## src/core/cci_cfg.svh

```systemverilog
`ifndef CCI_CFG_SVH
`define CCI_CFG_SVH
// NMI vector type and vector table entry size
`define CCI_NMI_TYPE 8'h02
`define CCI_VEC_SHIFT 2
// Least reset hold in clock cycles
`define CCI_RST_HOLD_CYC 3'h4
`endif

```

## src/core/cci_pkg.sv

```systemverilog
package cci_pkg;
  // Bus cycle states
  typedef enum logic [2:0] {
    CCI_TI,
    CCI_T1,
    CCI_T2,
    CCI_T3,
    CCI_TWAIT,
    CCI_T4
  } cci_bus_t;
  // Sequencer states
  typedef enum logic [2:0] {
    CCI_START,
    CCI_RUN,
    CCI_WAITTEST,
    CCI_ACK,
    CCI_VECTOR
  } cci_seq_t;
endpackage

```

## src/core/cci_sync.sv

```systemverilog
`timescale 1ns/1ns
// Two-stage synchroniser for one pin
module cci_sync (
  input wire logic clk_sys,
  input wire logic rst,
  input wire logic ce,
  input wire logic pinIn,
  output logic pinSync
);
  logic meta_reg;
  logic sync_reg;
  // Second stage alone reads the first
  always_ff @(posedge clk_sys) begin
    if (rst) begin
      meta_reg <= 1'b0;
      sync_reg <= 1'b0;
    end else if (ce) begin
      meta_reg <= pinIn;
      sync_reg <= meta_reg;
    end
  end
  assign pinSync = sync_reg;
endmodule // cci_sync

```

## src/core/cci_bus_seq.sv

```systemverilog
`timescale 1ns/1ns
// Read bus cycle sequencer: T1 T2 T3 {wait} T4
module cci_bus_seq (
  input wire logic clk_sys,
  input wire logic rst,
  input wire logic ce,
  input wire logic start,
  input wire logic memNotIo,
  input wire logic ready,
  output logic readStrobeN,
  output logic memIoSel,
  output logic waitState,
  output logic busy,
  output logic done
);
  cci_pkg::cci_bus_t st_reg;
  cci_pkg::cci_bus_t st_next;
  logic space_reg;
  // Next bus state
  always_comb begin
    st_next = st_reg;
    case (st_reg)
      cci_pkg::CCI_TI: begin
        if (start) begin
          st_next = cci_pkg::CCI_T1;
        end
      end
      cci_pkg::CCI_T1: st_next = cci_pkg::CCI_T2;
      cci_pkg::CCI_T2: st_next = cci_pkg::CCI_T3;
      // wait on ready
      cci_pkg::CCI_T3, cci_pkg::CCI_TWAIT: begin
        st_next = ready ? cci_pkg::CCI_T4 : cci_pkg::CCI_TWAIT;
      end
      cci_pkg::CCI_T4: st_next = cci_pkg::CCI_TI;
      default: st_next = cci_pkg::CCI_TI;
    endcase
  end
  // State and space latch
  always_ff @(posedge clk_sys) begin
    if (rst) begin
      st_reg <= cci_pkg::CCI_TI;
      space_reg <= 1'b1;
    end else if (ce) begin
      st_reg <= st_next;
      if (st_reg == cci_pkg::CCI_TI && start) begin
        space_reg <= memNotIo;
      end
    end
  end
  // strobe in T2 T3 waits
  assign readStrobeN = !(st_reg == cci_pkg::CCI_T2 || st_reg == cci_pkg::CCI_T3 ||
    st_reg == cci_pkg::CCI_TWAIT);
  // memory high io low
  assign memIoSel = space_reg;
  assign waitState = (st_reg == cci_pkg::CCI_TWAIT);
  assign busy = (st_reg != cci_pkg::CCI_TI);
  assign done = (st_reg == cci_pkg::CCI_T4);
endmodule // cci_bus_seq

```

## src/core/cci_control.sv

```systemverilog
`timescale 1ns/1ns
`include "cci_cfg.svh"
// Overview of operation
// Read strobe low in T2, T3, waits
// Memory/IO select: memory high, IO low
// Addressed device raises ready to complete
// Clock generator synchronises raw ready
// Ready low at T3 inserts waits
// Maskable request level sampled at instruction end
// Maskable request ignored when enable clear
// Maskable request synchronised internally
// Accepted interrupt fetches vector from memory
// Wait instruction continues when test low
// Test input synchronised every clock
// Non-maskable edge sensitive, type two
// Non-maskable ignores enable flag
// Rising edge serviced after current instruction
// Non-maskable input synchronised internally
// Reset abandons activity at once
// Reset held high four clocks minimum
// Restart from start state after reset
// Reset passes through synchronisation
// Clock one third duty cycle
// Mode select tied statically
// Mode high minimum, low maximum
module cci_control (
  input wire logic clk_sys,
  input wire logic rst,
  input wire logic ce,
  input wire logic ready,
  input wire logic maskable_irq,
  input wire logic nmiPin,
  input wire logic testPinN,
  input wire logic bus_mode_select,
  input wire logic intEnable,
  input wire logic instrLast,
  input wire logic waitInstr,
  input wire logic readReq,
  input wire logic readMemNotIo,
  output logic readStrobeN,
  output logic memIoSel,
  output logic wait_state,
  output logic readDone,
  output logic intTaken,
  output logic [7:0] intType,
  output logic [9:0] vectorAddr,
  output logic vectorFetch,
  output logic execStall,
  output logic minMode,
  output logic resetActive
);
  ////////////////////////////////////////////////////////////////////////////
  logic rstMeta_reg;
  logic rstSync_reg;
  logic irqSync;
  logic nmiSync;
  logic testSync;
  logic nmiPrev_reg;
  logic nmiPend_reg;
  logic mode_reg;
  logic modeCaught_reg;
  logic [7:0] type_reg;
  logic taken_reg;
  logic fetch_reg;
  logic seqRst;
  logic nmiEdge;
  logic irqOk;
  logic takeInt;
  logic busStart;
  logic busMem;
  logic busDone;
  logic busBusy;
  cci_pkg::cci_seq_t seq_reg;
  cci_pkg::cci_seq_t seq_next;

  // Vector table entry address for a type
  function automatic logic [9:0] vecAddr(input logic [7:0] t);
    vecAddr = {t, 2'h0};
  endfunction

  ////////////////////////////////////////////////////////////////////////////
  // reset synchroniser stages
  always_ff @(posedge clk_sys) begin
    rstMeta_reg <= rst;
    rstSync_reg <= rstMeta_reg;
  end
  // abandon activity immediately
  assign seqRst = rst | rstSync_reg;
  assign resetActive = seqRst;

  ////////////////////////////////////////////////////////////////////////////
  // maskable request sync
  cci_sync uIrq (
    .clk_sys(clk_sys),
    .rst(seqRst),
    .ce(ce),
    .pinIn(maskable_irq),
    .pinSync(irqSync)
  );
  // non-maskable sync
  cci_sync uNmi (
    .clk_sys(clk_sys),
    .rst(seqRst),
    .ce(ce),
    .pinIn(nmiPin),
    .pinSync(nmiSync)
  );
  // test sync each clock
  // Synced as "test low" so its reset value means keep waiting
  cci_sync uTest (
    .clk_sys(clk_sys),
    .rst(seqRst),
    .ce(ce),
    .pinIn(~testPinN),
    .pinSync(testSync)
  );

  ////////////////////////////////////////////////////////////////////////////
  // rising edge detect
  assign nmiEdge = nmiSync & ~nmiPrev_reg;
  // mask by enable flag
  assign irqOk = irqSync & intEnable;
  // sample at instruction end
  // nmi waits for instruction end
  // Bus must be idle so the vector read can start at once
  assign takeInt = (seq_reg == cci_pkg::CCI_RUN) && instrLast && (nmiPend_reg | irqOk)
    && !busBusy;

  // NMI latch: a new edge wins over the clear on acceptance
  always_ff @(posedge clk_sys) begin
    if (seqRst) begin
      nmiPrev_reg <= 1'b0;
      nmiPend_reg <= 1'b0;
    end else if (ce) begin
      nmiPrev_reg <= nmiSync;
      // not gated by enable
      if (nmiEdge) begin
        nmiPend_reg <= 1'b1;
      end else if (takeInt) begin
        nmiPend_reg <= 1'b0;
      end
    end
  end

  ////////////////////////////////////////////////////////////////////////////
  // mode caught after reset release
  always_ff @(posedge clk_sys) begin
    if (seqRst) begin
      mode_reg <= 1'b1;
      modeCaught_reg <= 1'b0;
    end else if (ce && !modeCaught_reg) begin
      mode_reg <= bus_mode_select;
      modeCaught_reg <= 1'b1;
    end
  end
  assign minMode = mode_reg;

  ////////////////////////////////////////////////////////////////////////////
  // Sequencer next state
  always_comb begin
    seq_next = seq_reg;
    case (seq_reg)
      // restart from start state
      cci_pkg::CCI_START: seq_next = cci_pkg::CCI_RUN;
      cci_pkg::CCI_RUN: begin
        if (takeInt) begin
          seq_next = cci_pkg::CCI_ACK;
        end else if (waitInstr) begin
          seq_next = cci_pkg::CCI_WAITTEST;
        end
      end
      // idle until test low
      cci_pkg::CCI_WAITTEST: begin
        if (testSync) begin
          seq_next = cci_pkg::CCI_RUN;
        end
      end
      cci_pkg::CCI_ACK: seq_next = cci_pkg::CCI_VECTOR;
      // fetch vector from memory
      cci_pkg::CCI_VECTOR: begin
        if (busDone) begin
          seq_next = cci_pkg::CCI_RUN;
        end
      end
      default: seq_next = cci_pkg::CCI_START;
    endcase
  end

  // Sequencer and interrupt type registers
  always_ff @(posedge clk_sys) begin
    if (seqRst) begin
      seq_reg <= cci_pkg::CCI_START;
      type_reg <= 8'h00;
      taken_reg <= 1'b0;
      fetch_reg <= 1'b0;
    end else if (ce) begin
      seq_reg <= seq_next;
      taken_reg <= takeInt;
      fetch_reg <= (seq_reg == cci_pkg::CCI_ACK);
      if (takeInt) begin
        // nmi is type two
        type_reg <= nmiPend_reg ? `CCI_NMI_TYPE : 8'h00;
      end
    end
  end

  assign busStart = (seq_reg == cci_pkg::CCI_ACK) || (seq_reg == cci_pkg::CCI_RUN && readReq
    && !takeInt);
  assign busMem = (seq_reg == cci_pkg::CCI_ACK) ? 1'b1 : readMemNotIo;
  assign intTaken = taken_reg;
  assign intType = type_reg;
  assign vectorAddr = vecAddr(type_reg);
  assign vectorFetch = fetch_reg;
  assign execStall = (seq_reg != cci_pkg::CCI_RUN) || busBusy;
  assign readDone = busDone;

  ////////////////////////////////////////////////////////////////////////////
  // Read bus cycles
  cci_bus_seq uBus (
    .clk_sys(clk_sys),
    .rst(seqRst),
    .ce(ce),
    .start(busStart),
    .memNotIo(busMem),
    .ready(ready),
    .readStrobeN(readStrobeN),
    .memIoSel(memIoSel),
    .waitState(wait_state),
    .busy(busBusy),
    .done(busDone)
  );
endmodule // cci_control

```

## config.mk

```make
export PLATFORM = sky130hd
export DESIGN_NAME = cci_control
export DESIGN_NICKNAME = d
export VERILOG_FILES = /design/src/core/cci_pkg.sv /design/src/core/cci_sync.sv /design/src/core/cci_bus_seq.sv /design/src/core/cci_control.sv
export VERILOG_INCLUDE_DIRS = /design/src /design/src/core
export SDC_FILE = /design/constraint.sdc
export NUM_CORES = 1
export LEC_CHECK = 0
export BUFFER_PORTS_ARGS = -buffer_cell sky130_fd_sc_hd__clkbuf_2
export CAP_MARGIN = 30
export CORE_MARGIN = 1
export CORE_UTILIZATION = 40
export DETAILED_ROUTE_END_ITERATION = 6
export PLACE_DENSITY = 0.74
export SYNTH_ARGS = -nofsm -noshare
export SYNTH_HDL_FRONTEND = slang
export SYNTH_SLANG_ARGS = --single-unit
```

## constraint.sdc

```tcl
create_clock -name clk_sys -period 1.45 [get_ports clk_sys]
set_clock_uncertainty 0.15 [all_clocks]
set_input_delay 0.29 -clock clk_sys [delete_from_list [all_inputs] [get_ports clk_sys]]
set_output_delay 0.29 -clock clk_sys [all_outputs]
set_load 0.02 [all_outputs]
```

* After elaboration in Yosys (flattened, before gate mapping) *
Cells that the tools add are included.

word-level totals
  flip-flop bits (word level) = 29
  bits in latches = 0
  bits in writable memories = 0
  memory bits (read-only) = 0
  input bits = 13
  memories kept = 0

operators by class
  add/sub/neg operators = 0
  $mul = 0
  div/mod/pow operators = 0
  order comparisons = 0
  equal/unequal tests = 14
  shift-type cells = 0
  multiplexer cells = 12
  bitwise gates (word level) = 6
  reduce and logical (&&, ||, !) cells = 25

operator list
  cell                                                                      count
  3-bit 2-to-1 mux                                                          5
  3-bit one-hot mux with 5 select lines                                     1
  3-bit by 2-bit == test with 1-bit output (second input constant)          4
  3-bit one-hot mux with 4 select lines                                     1
  3-bit == test (second input constant)                                     3
  2-bit AND reduction                                                       4
  1-bit logical AND                                                         7
  3-bit by 1-bit == test with 1-bit output (second input constant)          2
  3-bit logical NOT                                                         2
  1-bit logical NOT                                                         4
  1-bit logical OR                                                          4
  1-bit 2-to-1 mux                                                          4
  2-bit by 1-bit inequality test with 1-bit output (second input constant)  2
  4-bit AND reduction                                                       1
  3-bit by 1-bit inequality test with 1-bit output (second input constant)  1
  3-bit inequality test (second input constant)                             1
  3-bit nonzero test                                                        1
  1-bit bitwise AND                                                         2
  2-bit 2-to-1 mux                                                          1
  2-bit inequality test (second input constant)                             1
  1-bit inverter                                                            2
  1-bit bitwise OR                                                          2
  2-bit nonzero test                                                        1
  2-bit OR reduction                                                        1

* Longest topological paths before layout *
Gate-level depths: netlist (run 1).

  word-level depth = 9
  depth in mapped cells = 5
  depth with buffers taken out = 4

* Hierarchy *
A second synthesis (run 1) with hierarchy kept.

unflattened totals
  cell total of the unflattened synthesis = 127
  area, all modules = 1147.4 um2

by module, submodules not included
  module       times used  cells an instance  area each (um2)  seq. area each (um2)
  cci_control  1           79                 694.4            240.2
  cci_bus_seq  1           30                 250.2            80.1
  cci_sync     3           6                  67.6             40.0

* Worst setup path before layout (run 1) *
Ideal clock, no wire load.

  kind = reg-to-output
  start point = register uBus.st_reg[2]
  end point = output readStrobeN
  arrival time = 1078 ps
  data required time = 1010 ps
  setup slack = -68 ps
  cell stages (with the launch flop) = 4
  buffers on the path = 1
  cell sequence = dfxtp_1 buf_2 nor3b_2 nor2_1

on the way
  elaborated cells on any way between the ends = 6

RTL lines
  what                    RTL line           RTL
  from (decl)             cci_bus_seq.sv:16  cci_pkg::cci_bus_t st_reg;
  from (signal assigned)  cci_bus_seq.sv:41  st_reg <= cci_pkg::CCI_TI;
  from (signal assigned)  cci_bus_seq.sv:44  st_reg <= st_next;
  3-bit == test           --
  net wait_state          cci_control.sv:42  output logic wait_state,
  1-bit logical OR        cci_bus_seq.sv:51  assign readStrobeN = !(st_reg == cci_pkg::CCI_T2 || st_reg == cci_pkg::CCI_T3 ||
  1-bit logical NOT       cci_bus_seq.sv:51
  to (decl)               cci_control.sv:40  output logic readStrobeN,

The timed path passes the listed nets, and every way through them passes these cells.

* Final worst setup path (run 1) *
  start point = register uBus.st_reg[2]
  end point = output execStall

on the way
  word-level cells in the longest chain between the ends = 2

ends and longest elaborated chain
  what                RTL line            RTL
  3-bit nonzero test  cci_bus_seq.sv:56   assign busy = (st_reg != cci_pkg::CCI_TI);
  1-bit logical OR    cci_control.sv:214  assign execStall = (seq_reg != cci_pkg::CCI_RUN) || busBusy;
  to (decl)           cci_control.sv:48   output logic execStall,

Every way passes these cells.

==> results of run 1 <==
## logic make-up (layout without fill, tap and decap cells)
logic type / count (synthesis) / in the layout / synth area share [%]
buffers and inverters: 26 / 47 / 15.9
and+or+nand+nor: 42 / 42 / 21.4
DFF: 22 / 22 / 40.0
AOI/OAI and AO/OA: 25 / 25 / 15.1
muxes: 8 / 8 / 7.27
other: 1 / 16 / 0.341
## area by class of cell
cell class                 count  area, um^2  share of cell area, %
sequential                    22         458                   32.0
clock buffer                   3        22.5                   1.57
clock inverter                 1        30.0                   2.10
inverter                       2        7.51                  0.525
timing repair buffer          41         297                   20.7
tap                           30        37.5                   2.62
multi-input combinational     91         578                   40.4
## tightest hold or removal path: stages
cell,delay [ns]
clkbuf_2,0.08
mux2i_1,0.06
nand2_1,0.06
## repair_timing
action | 4_1_cts | 5_1_grt
hold buffers | 2 | 0
endpoints found under the hold margin | 2 | 0
endpoints found under the setup margin | 9 | 12
setup buffers | 4 | 0
pin swaps | 4 | 6
resized for setup | 17 | 15
## power groups by stage
stage | Combinational (uW) | Sequential [uW] | Clock (uW)
after floorplan | 120 | 635 | 0
after detailed placement | 129 | 636 | 0
after global routing | 160 | 619 | 489
after CTS | 140 | 616 | 476
after global placement | 127 | 635 | 0
final | 147 | 617 | 464
## placed cells by master, fill, tap and decap left out, types with 2 or more instances in the layout
| master | synthesis | final |
|---|---|---|
| dfxtp_1 | 22 | 14 |
| a32oi_1 | 2 | 2 |
| nand2_1 | 7 | 7 |
| a21oi_1 | 7 | 6 |
| o31ai_1 | 3 | 2 |
| conb_1 | 1 | 16 |
| buf_4 | 18 | 13 |
| nand2b_1 | 2 | 2 |
| dlygate4sd3_1 | 0 | 2 |
| dfxtp_4 | 0 | 3 |
| clkbuf_2 | 0 | 18 |
| dfxtp_2 | 0 | 5 |
| nor2b_1 | 3 | 3 |
| o21ai_0 | 4 | 3 |
| buf_6 | 1 | 3 |
| nor2_1 | 18 | 17 |
| mux2i_1 | 8 | 8 |
| clkbuf_4 | 0 | 5 |
## stage by stage
stage	area, um^2	setup TNS (ns)	util (%)
after floorplan	1170	0	-
after global placement	1240	-0.0188	48.7
after detailed placement	1240	-0.0841	48.7
after CTS	1390	-0.822	54.7
after global routing	1430	-1.38	56.2
final	1430	-0.819	56.2
## metal layers
metal / vias up / wire length, um / global-route usage [%]
met5: - / 0 / 0
met4: 0 / 8 / 3.85
met3: 2 / 160 / 5.00
met2: 38 / 1120 / 30.1
met1: 443 / 1080 / 22.9
li1: 468 / - / -
## path summary, 6_finish.rpt
kind	startpoint	to	cells after the start
max	uBus.st_reg[2]	execStall	3
max reg2reg	uBus.st_reg[2]	intType[1]	4
min reg2reg	rstMeta_reg	rstSync_reg	0
min	bus_mode_select	minMode	3
==> impl_metrics.tcl, run 1 <==
set metrics [dict create \
    yosysMostFrequentCell "dfxtp_1" \
    sw_frac_of_total_pct 23.1 \
    postSynth.asyncResetShare_pct 0 \
    grt_pass1_vias 834 \
    synth_warnings 0 \
    grt_pass1_wl_mm 3.75 \
    die_w_um 54.5 \
    ys_seq_area_share_pct 40.0 \
    dp_slack_ns -0.0536 \
    clock-sinks 22 \
    fmax_mhz 593 \
    ys_types 37 \
    fin_crit_sh_pct 116 \
    vias 951 \
    cts_tree "done" \
    gp_congestion 0.854 \
    clk_pin_slew_ns 0.12 \
    p_comb_share_pct 12.0 \
    violations "setup timing" \
    nets 174 \
    port_buffers 23 \
    ys_top_cells_by_count "dfxtp_1 (22), buf_4 (18), nor2_1 (18), mux2i_1 (8)" \
    antenna_found_initial 0 \
    timing.hold.ws_ns 0.0449 \
    drt-wirelength-per-cell_um 12.5 \
    synth_edf_count 0 \
    critPathLaunchType "register" \
    end_kind "primary output" \
    p_switching_uw 284 \
    cts-htree-levels 1 \
    cts_buffer_depth 2 \
    clk_latency_ns 0.31 \
    stdcell_count 190 \
    min_period_ns 1.69 \
    power_frac_clock_pct 37.8 \
    fillers 235 \
    path_buf_inv 1 \
    fin_ws_ns -0.236 \
    avgSynthCellArea_um2 8.88 \
    cts_buffers 3 \
    ys_seq_elements 22 \
    crit_required_ns 1.01 \
    setup.worst_path.class "register to primary output" \
    drc 0 \
    yosysTopAreaCellShare_pct 40.0 \
    p_seq_share_pct 50.3 \
    synth_area_leader_cell "dfxtp_1" \
    wl_mm 2.37 \
    io_pins 40 \
    hold_path_class "input port to register" \
    critPathTopFamily "simple AND/OR/NAND/NOR gates" \
    yosys-top-cells-area "dfxtp_1 (40%), buf_4 (12%), mux2i_1 (7.3%)" \
    r2r_setup_slack_ns -0.07 \
    drt-initial-drc-count 30 \
    drv_slew 0 \
    first_pass_iters 4 \
    outcome "finished, violations left" \
    leakagePower_uw 0.000642 \
    cts_root_buf "clkbuf_4" \
    core-area_mm2 0.00254 \
    ant_nets 0 \
    start_util_pct 43.3 \
    dp.cells 180 \
    rsz0062_at_grt "true" \
    setup_violations 5 \
    power_uw 1230 \
    synthCells 124 \
    irDropWorstVdd_uv 835 \
    num_antenna_cells 0 \
    netlist_area_mm2 0.00110 \
    cp.arrival_ns 1.25 \
    die_h_um 54.5 \
    hold_viol_final 0 \
    slowest_stage "dfxtp_4" \
    crit_path_max_fanout 5 \
    via_per_inst 5.01 \
    area_growth_pct 29.9 \
    p_per_area_mw_per_mm2 859 \
    worstPathCellList "nor4_4 -> nand2_1 -> buf_2" \
    die_area_mm2 0.00297 \
    p_int_uw 944 \
    grt_usage_pct 18.0 \
    rows 18 \
    grt_max_degree 15 \
    grt_overflow 0 \
    synth_flop_cell "dfxtp_1" \
    drive_gt1_share_pct 40.6 \
    maxCapViolCount 0 \
    crit_path_max_incr_delay_ns 0.38 \
    dpl.hpwl_mm 1.71 \
]
(Power assumes the default switching activity.)
==> run 2, diff against run 1 <==
--- a/config.mk
+++ b/config.mk
@@ -8,9 +8,10 @@
 export LEC_CHECK = 0
 export BUFFER_PORTS_ARGS = -buffer_cell sky130_fd_sc_hd__clkbuf_2
 export CAP_MARGIN = 30
-export CORE_MARGIN = 1
+export CORE_MARGIN = 3
 export CORE_UTILIZATION = 40
 export DETAILED_ROUTE_END_ITERATION = 6
+export GPL_TIMING_DRIVEN = 0
 export PLACE_DENSITY = 0.74
 export SYNTH_ARGS = -nofsm -noshare
 export SYNTH_HDL_FRONTEND = slang
==> constraint.sdc (replaced) <==
create_clock -name clk_sys -period 1.45 [get_ports clk_sys]
set_clock_uncertainty 0.15 [all_clocks]
set_input_delay 0.29 -clock clk_sys [delete_from_list [all_inputs] [get_ports clk_sys]]
set_output_delay 0.29 -clock clk_sys [all_outputs]
set_load 0.05 [all_outputs]
==> impl_metrics.tcl, run 2 (synthesis gave the netlist of run 1 again) <==
set metrics [dict create \
    postLayoutCellArea_mm2 0.00162 \
    die_area_mm2 0.00342 \
    power_frac_clock_pct 23.5 \
    grt_usage_pct 15.8 \
    fillers 224 \
    wl_met1_mm 1.10 \
    via_per_inst 4.86 \
    p_comb_share_pct 22.1 \
    clk_pin_slew_ns 0.11 \
    cts_buffers 3 \
    r2r_cells 5 \
    cts_root_buf "clkbuf_4" \
    stdcell_count 207 \
    r2r_setup_slack_ns -0.17 \
    drc 0 \
    top_layer_used "met4" \
    critPathLaunchType "register" \
    drive_gt1_share_pct 48.0 \
    p_seq_share_pct 54.4 \
    start_util_pct 43.3 \
    crit_required_ns 1.01 \
    end_kind "primary output" \
    p_per_area_mw_per_mm2 705 \
    first_pass_iters 4 \
    hold_path_class "input port to register" \
    crit_end "execStall" \
    cts_buffer_depth 2 \
    antenna_found_initial 0 \
    die_w_um 58.5 \
    irDropWorstVdd_uv 713 \
    die_h_um 58.5 \
    maxCapViolCount 0 \
    gp_congestion 0.875 \
    ant_nets 0 \
    drt-wirelength-per-cell_um 12.9 \
    r2r-end "intType[1]" \
    rows 18 \
    rsz0062_at_grt "true" \
    hold_viol_final 0 \
    dp.cells 192 \
    dr_wl_met2_mm 1.37 \
    drt-initial-drc-count 27 \
    sw_frac_of_total_pct 30.2 \
    outcome "finished, violations left" \
    crit_path_max_fanout 5 \
    cp.arrival_ns 1.27 \
    p_switching_uw 345 \
    leakagePower_uw 0.000752 \
    cts_tree "done" \
    cts-htree-levels 1 \
    nets 192 \
    clk_latency_ns 0.30 \
    grt_max_degree 12 \
    cp-startpoint "uBus.st_reg[0]" \
    num_antenna_cells 0 \
    final_common_cell "buf_4" \
    violations "setup timing" \
    area_growth_pct 47.2 \
    clock-sinks 22 \
    timing.hold.ws_ns 0.00957 \
    grt_pass1_wl_mm 4.17 \
    placed_area_mm2 0.00134 \
    port_buffers 23 \
    wl_met3_um 186 \
    layout_common_cells "buf_4 (30), clkbuf_2 (18), nor2_1 (16), conb_1 (16), dfxtp_1 (16)" \
    dpl.hpwl_mm 1.85 \
    vias 1006 \
    drv_slew 0 \
    grt_pass1_vias 961 \
    io_pins 40 \
    min_period_ns 1.71 \
    grt_overflow 0 \
    reg2reg_from "uBus.st_reg[0]" \
    dp_slack_ns -0.547 \
    setup_violations 11 \
    fin_ws_ns -0.264 \
    wl_mm 2.68 \
    fin_crit_sh_pct 118 \
    p_int_uw 797 \
    core-area_mm2 0.00254 \
    fmax_mhz 583 \
    setup.worst_path.class "register to primary output" \
]
run 2: cell types whose count changed in the layout (fill, tap and decap cells not counted), sizes merged:
| cell | change |
|---|---|
| dlygate4sd3 | -1 |
| bufinv | -1 |
| clkbuf | +3 |
| buf | +16 |
run 2: timing repair:
item,CTS,global route
pin swaps,9,9
hold buffers,1,0
cloned,0,0
setup endpoints to repair,21,13
endpoints found under the hold margin,1,0
resized for setup,34,14
buffers inserted,10,5
run 2: how the worst min path moves through the flow:
stage,start,endpoint,cells after the start
after floorplan,rstMeta_reg,rstSync_reg,0
after global placement,rstMeta_reg,rstSync_reg,0
after detailed placement,rstMeta_reg,rstSync_reg,0
after CTS,testPinN,uTest.meta_reg,2
after global routing,testPinN,uTest.meta_reg,2
final,testPinN,uTest.meta_reg,2
run 2: stage by stage:
stage / utilization (%) / power [uW] / TNS (ns)
2_1_floorplan: - / 819 / -0.312
3_3_place_gp: 52.6 / 851 / -2.32
3_5_place_dp: 52.6 / 855 / -2.74
4_1_cts: 61.7 / 1150 / -1.58
5_1_grt: 63.7 / 1190 / -2.27
6_report: 63.7 / 1140 / -1.53
run 2: area by class of cell:
type                            count  area, um^2  area share (%)
Tap cell                           30        37.5            2.32
Timing Repair Buffer               38         312            19.2
Sequential cell                    22         453            28.0
Clock buffer                        3        22.5            1.39
Multi-Input combinational cell     91         631            38.9
Inverter                            2        12.5           0.772
Buffer                             21         153            9.42
run 2: critical path, cell delays in order (launching register included):
cell and delay, ns:
dfxtp_4 0.39, nor4_4 0.29, nand2_1 0.10, clkbuf_8 0.19
run 2: power groups by stage:
stage	sequential [uW]	clock, uW	combinational, uW
after CTS	621	282	245
after detailed placement	636	0	220
final	621	268	253
after global placement	635	0	217
after floorplan	638	0	181
after global routing	623	297	268
run 2: per-layer routing:
layer	global-route usage (%)	vias to the layer above
met1	18.2	464
met2	27.9	41
li1	-	499
met3	4.61	2
met5	0	-
met4	4.97	0
==> run 3, diff against run 2 <==
--- a/config.mk
+++ b/config.mk
@@ -13,6 +13,7 @@
 export DETAILED_ROUTE_END_ITERATION = 6
 export GPL_TIMING_DRIVEN = 0
 export PLACE_DENSITY = 0.74
+export SKIP_CTS_REPAIR_TIMING = 1
 export SYNTH_ARGS = -nofsm -noshare
 export SYNTH_HDL_FRONTEND = slang
 export SYNTH_SLANG_ARGS = --single-unit
==> impl_metrics.tcl, run 3 (synthesis gave the netlist of run 1 again) <==
set metrics [dict create \
    antenna_found_initial 0 \
    reg2reg_from "uBus.st_reg[0]" \
    end_kind "primary output" \
    gp_congestion 0.875 \
    fin_crit_sh_pct 117 \
    crit_end "execStall" \
    drc 0 \
    leakagePower_uw 0.000716 \
    min_period_ns 1.69 \
    drv_slew 0 \
    grt_pass1_wl_mm 3.78 \
    cts_buffers 3 \
    final_util_pct 59.9 \
    nets 189 \
    drive_gt1_share_pct 44.8 \
    grt_overflow 0 \
    die_w_um 58.5 \
    r2r_setup_slack_ns -0.19 \
    r2r-end "intType[1]" \
    setup_violations 10 \
    num_antenna_cells 0 \
    crit_path_max_fanout 6 \
    area_growth_pct 38.4 \
    power_uw 1140 \
    p_seq_share_pct 54.3 \
    critPathLaunchType "register" \
    grt_max_degree 12 \
    cp.arrival_ns 1.25 \
    power_frac_clock_pct 23.9 \
    cp-startpoint "seq_reg[0]" \
    maxCapViolCount 0 \
    io_pins 40 \
    violations "setup timing" \
    layout_common_cells "buf_4 (26), clkbuf_2 (18), dfxtp_1 (18), nor2_1 (16), conb_1 (16)" \
    clk_pin_slew_ns 0.12 \
    fin_ws_ns -0.242 \
    dpl.hpwl_mm 1.85 \
    core-area_mm2 0.00254 \
    rsz0062_at_grt "true" \
    cts_buffer_depth 2 \
    drt-wirelength-per-cell_um 12.6 \
    die_h_um 58.5 \
    start_util_pct 43.3 \
    hold_viol_final 0 \
    cts_tree "done" \
    grt_usage_pct 14.4 \
    via_per_inst 4.80 \
    r2r_cells 5 \
    rows 18 \
    cts-htree-levels 1 \
    grt_pass1_vias 875 \
    outcome "finished, violations left" \
    ant_nets 0 \
    wl_mm 2.57 \
    p_int_uw 795 \
    port_buffers 23 \
    p_switching_uw 348 \
    drt-initial-drc-count 18 \
    die_area_mm2 0.00342 \
    irDropWorstVdd_uv 750 \
    clock-sinks 22 \
    cts_root_buf "clkbuf_4" \
    postLayoutCellArea_mm2 0.00152 \
    setup.worst_path.class "register to primary output" \
    vias 980 \
    sw_frac_of_total_pct 30.4 \
    hold_path_class "input port to register" \
    crit_required_ns 1.01 \
    final_common_cell "buf_4" \
    fmax_mhz 591 \
    placed_area_mm2 0.00134 \
    p_per_area_mw_per_mm2 750 \
    first_pass_iters 4 \
    clk_latency_ns 0.30 \
    p_comb_share_pct 21.7 \
]
==> run 3: worst min path at each step <==
stage	from	to	cells after the start
2_1_floorplan	rstMeta_reg	rstSync_reg	0
3_3_place_gp	rstMeta_reg	rstSync_reg	0
3_5_place_dp	rstMeta_reg	rstSync_reg	0
4_1_cts	rst	rstMeta_reg	1
5_1_grt	testPinN	uTest.meta_reg	2
6_report	testPinN	uTest.meta_reg	2
==> run 3: final cells by class <==
cell class | count | area [um^2]
inverter | 2 | 10.0
tap | 30 | 37.5
clock buffer | 3 | 22.5
timing repair buffer | 34 | 233
buffer | 22 | 168
sequential | 22 | 450
multi-input combinational | 91 | 603
fill | 244 | 1020
==> run 3: stage by stage <==
step / worst slack, ns / std cells / hold slack, ns / TNS (ns)
finish: -0.242 / 204 / 0.00825 / -1.39
global route: -0.306 / 204 / 0.0172 / -2.18
CTS: -0.808 / 195 / -0.0512 / -3.75
detailed placement: -0.547 / 192 / 0.170 / -2.74
global placement: -0.542 / 192 / 0.165 / -2.32
floorplan: -0.164 / 139 / 0.160 / -0.312
==> run 3: metal layers <==
| layer | vias up | track usage [%] | part of all wire, % |
|---|---|---|---|
| met3 | 2 | 4.39 | 7.1 |
| met5 | - | 0 | 0 |
| met1 | 440 | 18.0 | 42 |
| met4 | 0 | 4.64 | 0.31 |
| li1 | 498 | - | - |
| met2 | 40 | 23.4 | 51 |
==> run 3: critical path: stages (launching register included) <==
cell and delay [ns]:
dfxtp_1 0.48, nor2b_4 0.23, nand2_1 0.08, buf_6 0.16
==> run 3: power by group through the flow <==
stage / combinational, uW / clock, uW / sequential (uW)
after floorplan: 181 / 0 / 638
after global placement: 217 / 0 / 635
after detailed placement: 220 / 0 / 636
after CTS: 220 / 282 / 622
after global routing: 265 / 301 / 622
final: 248 / 273 / 621
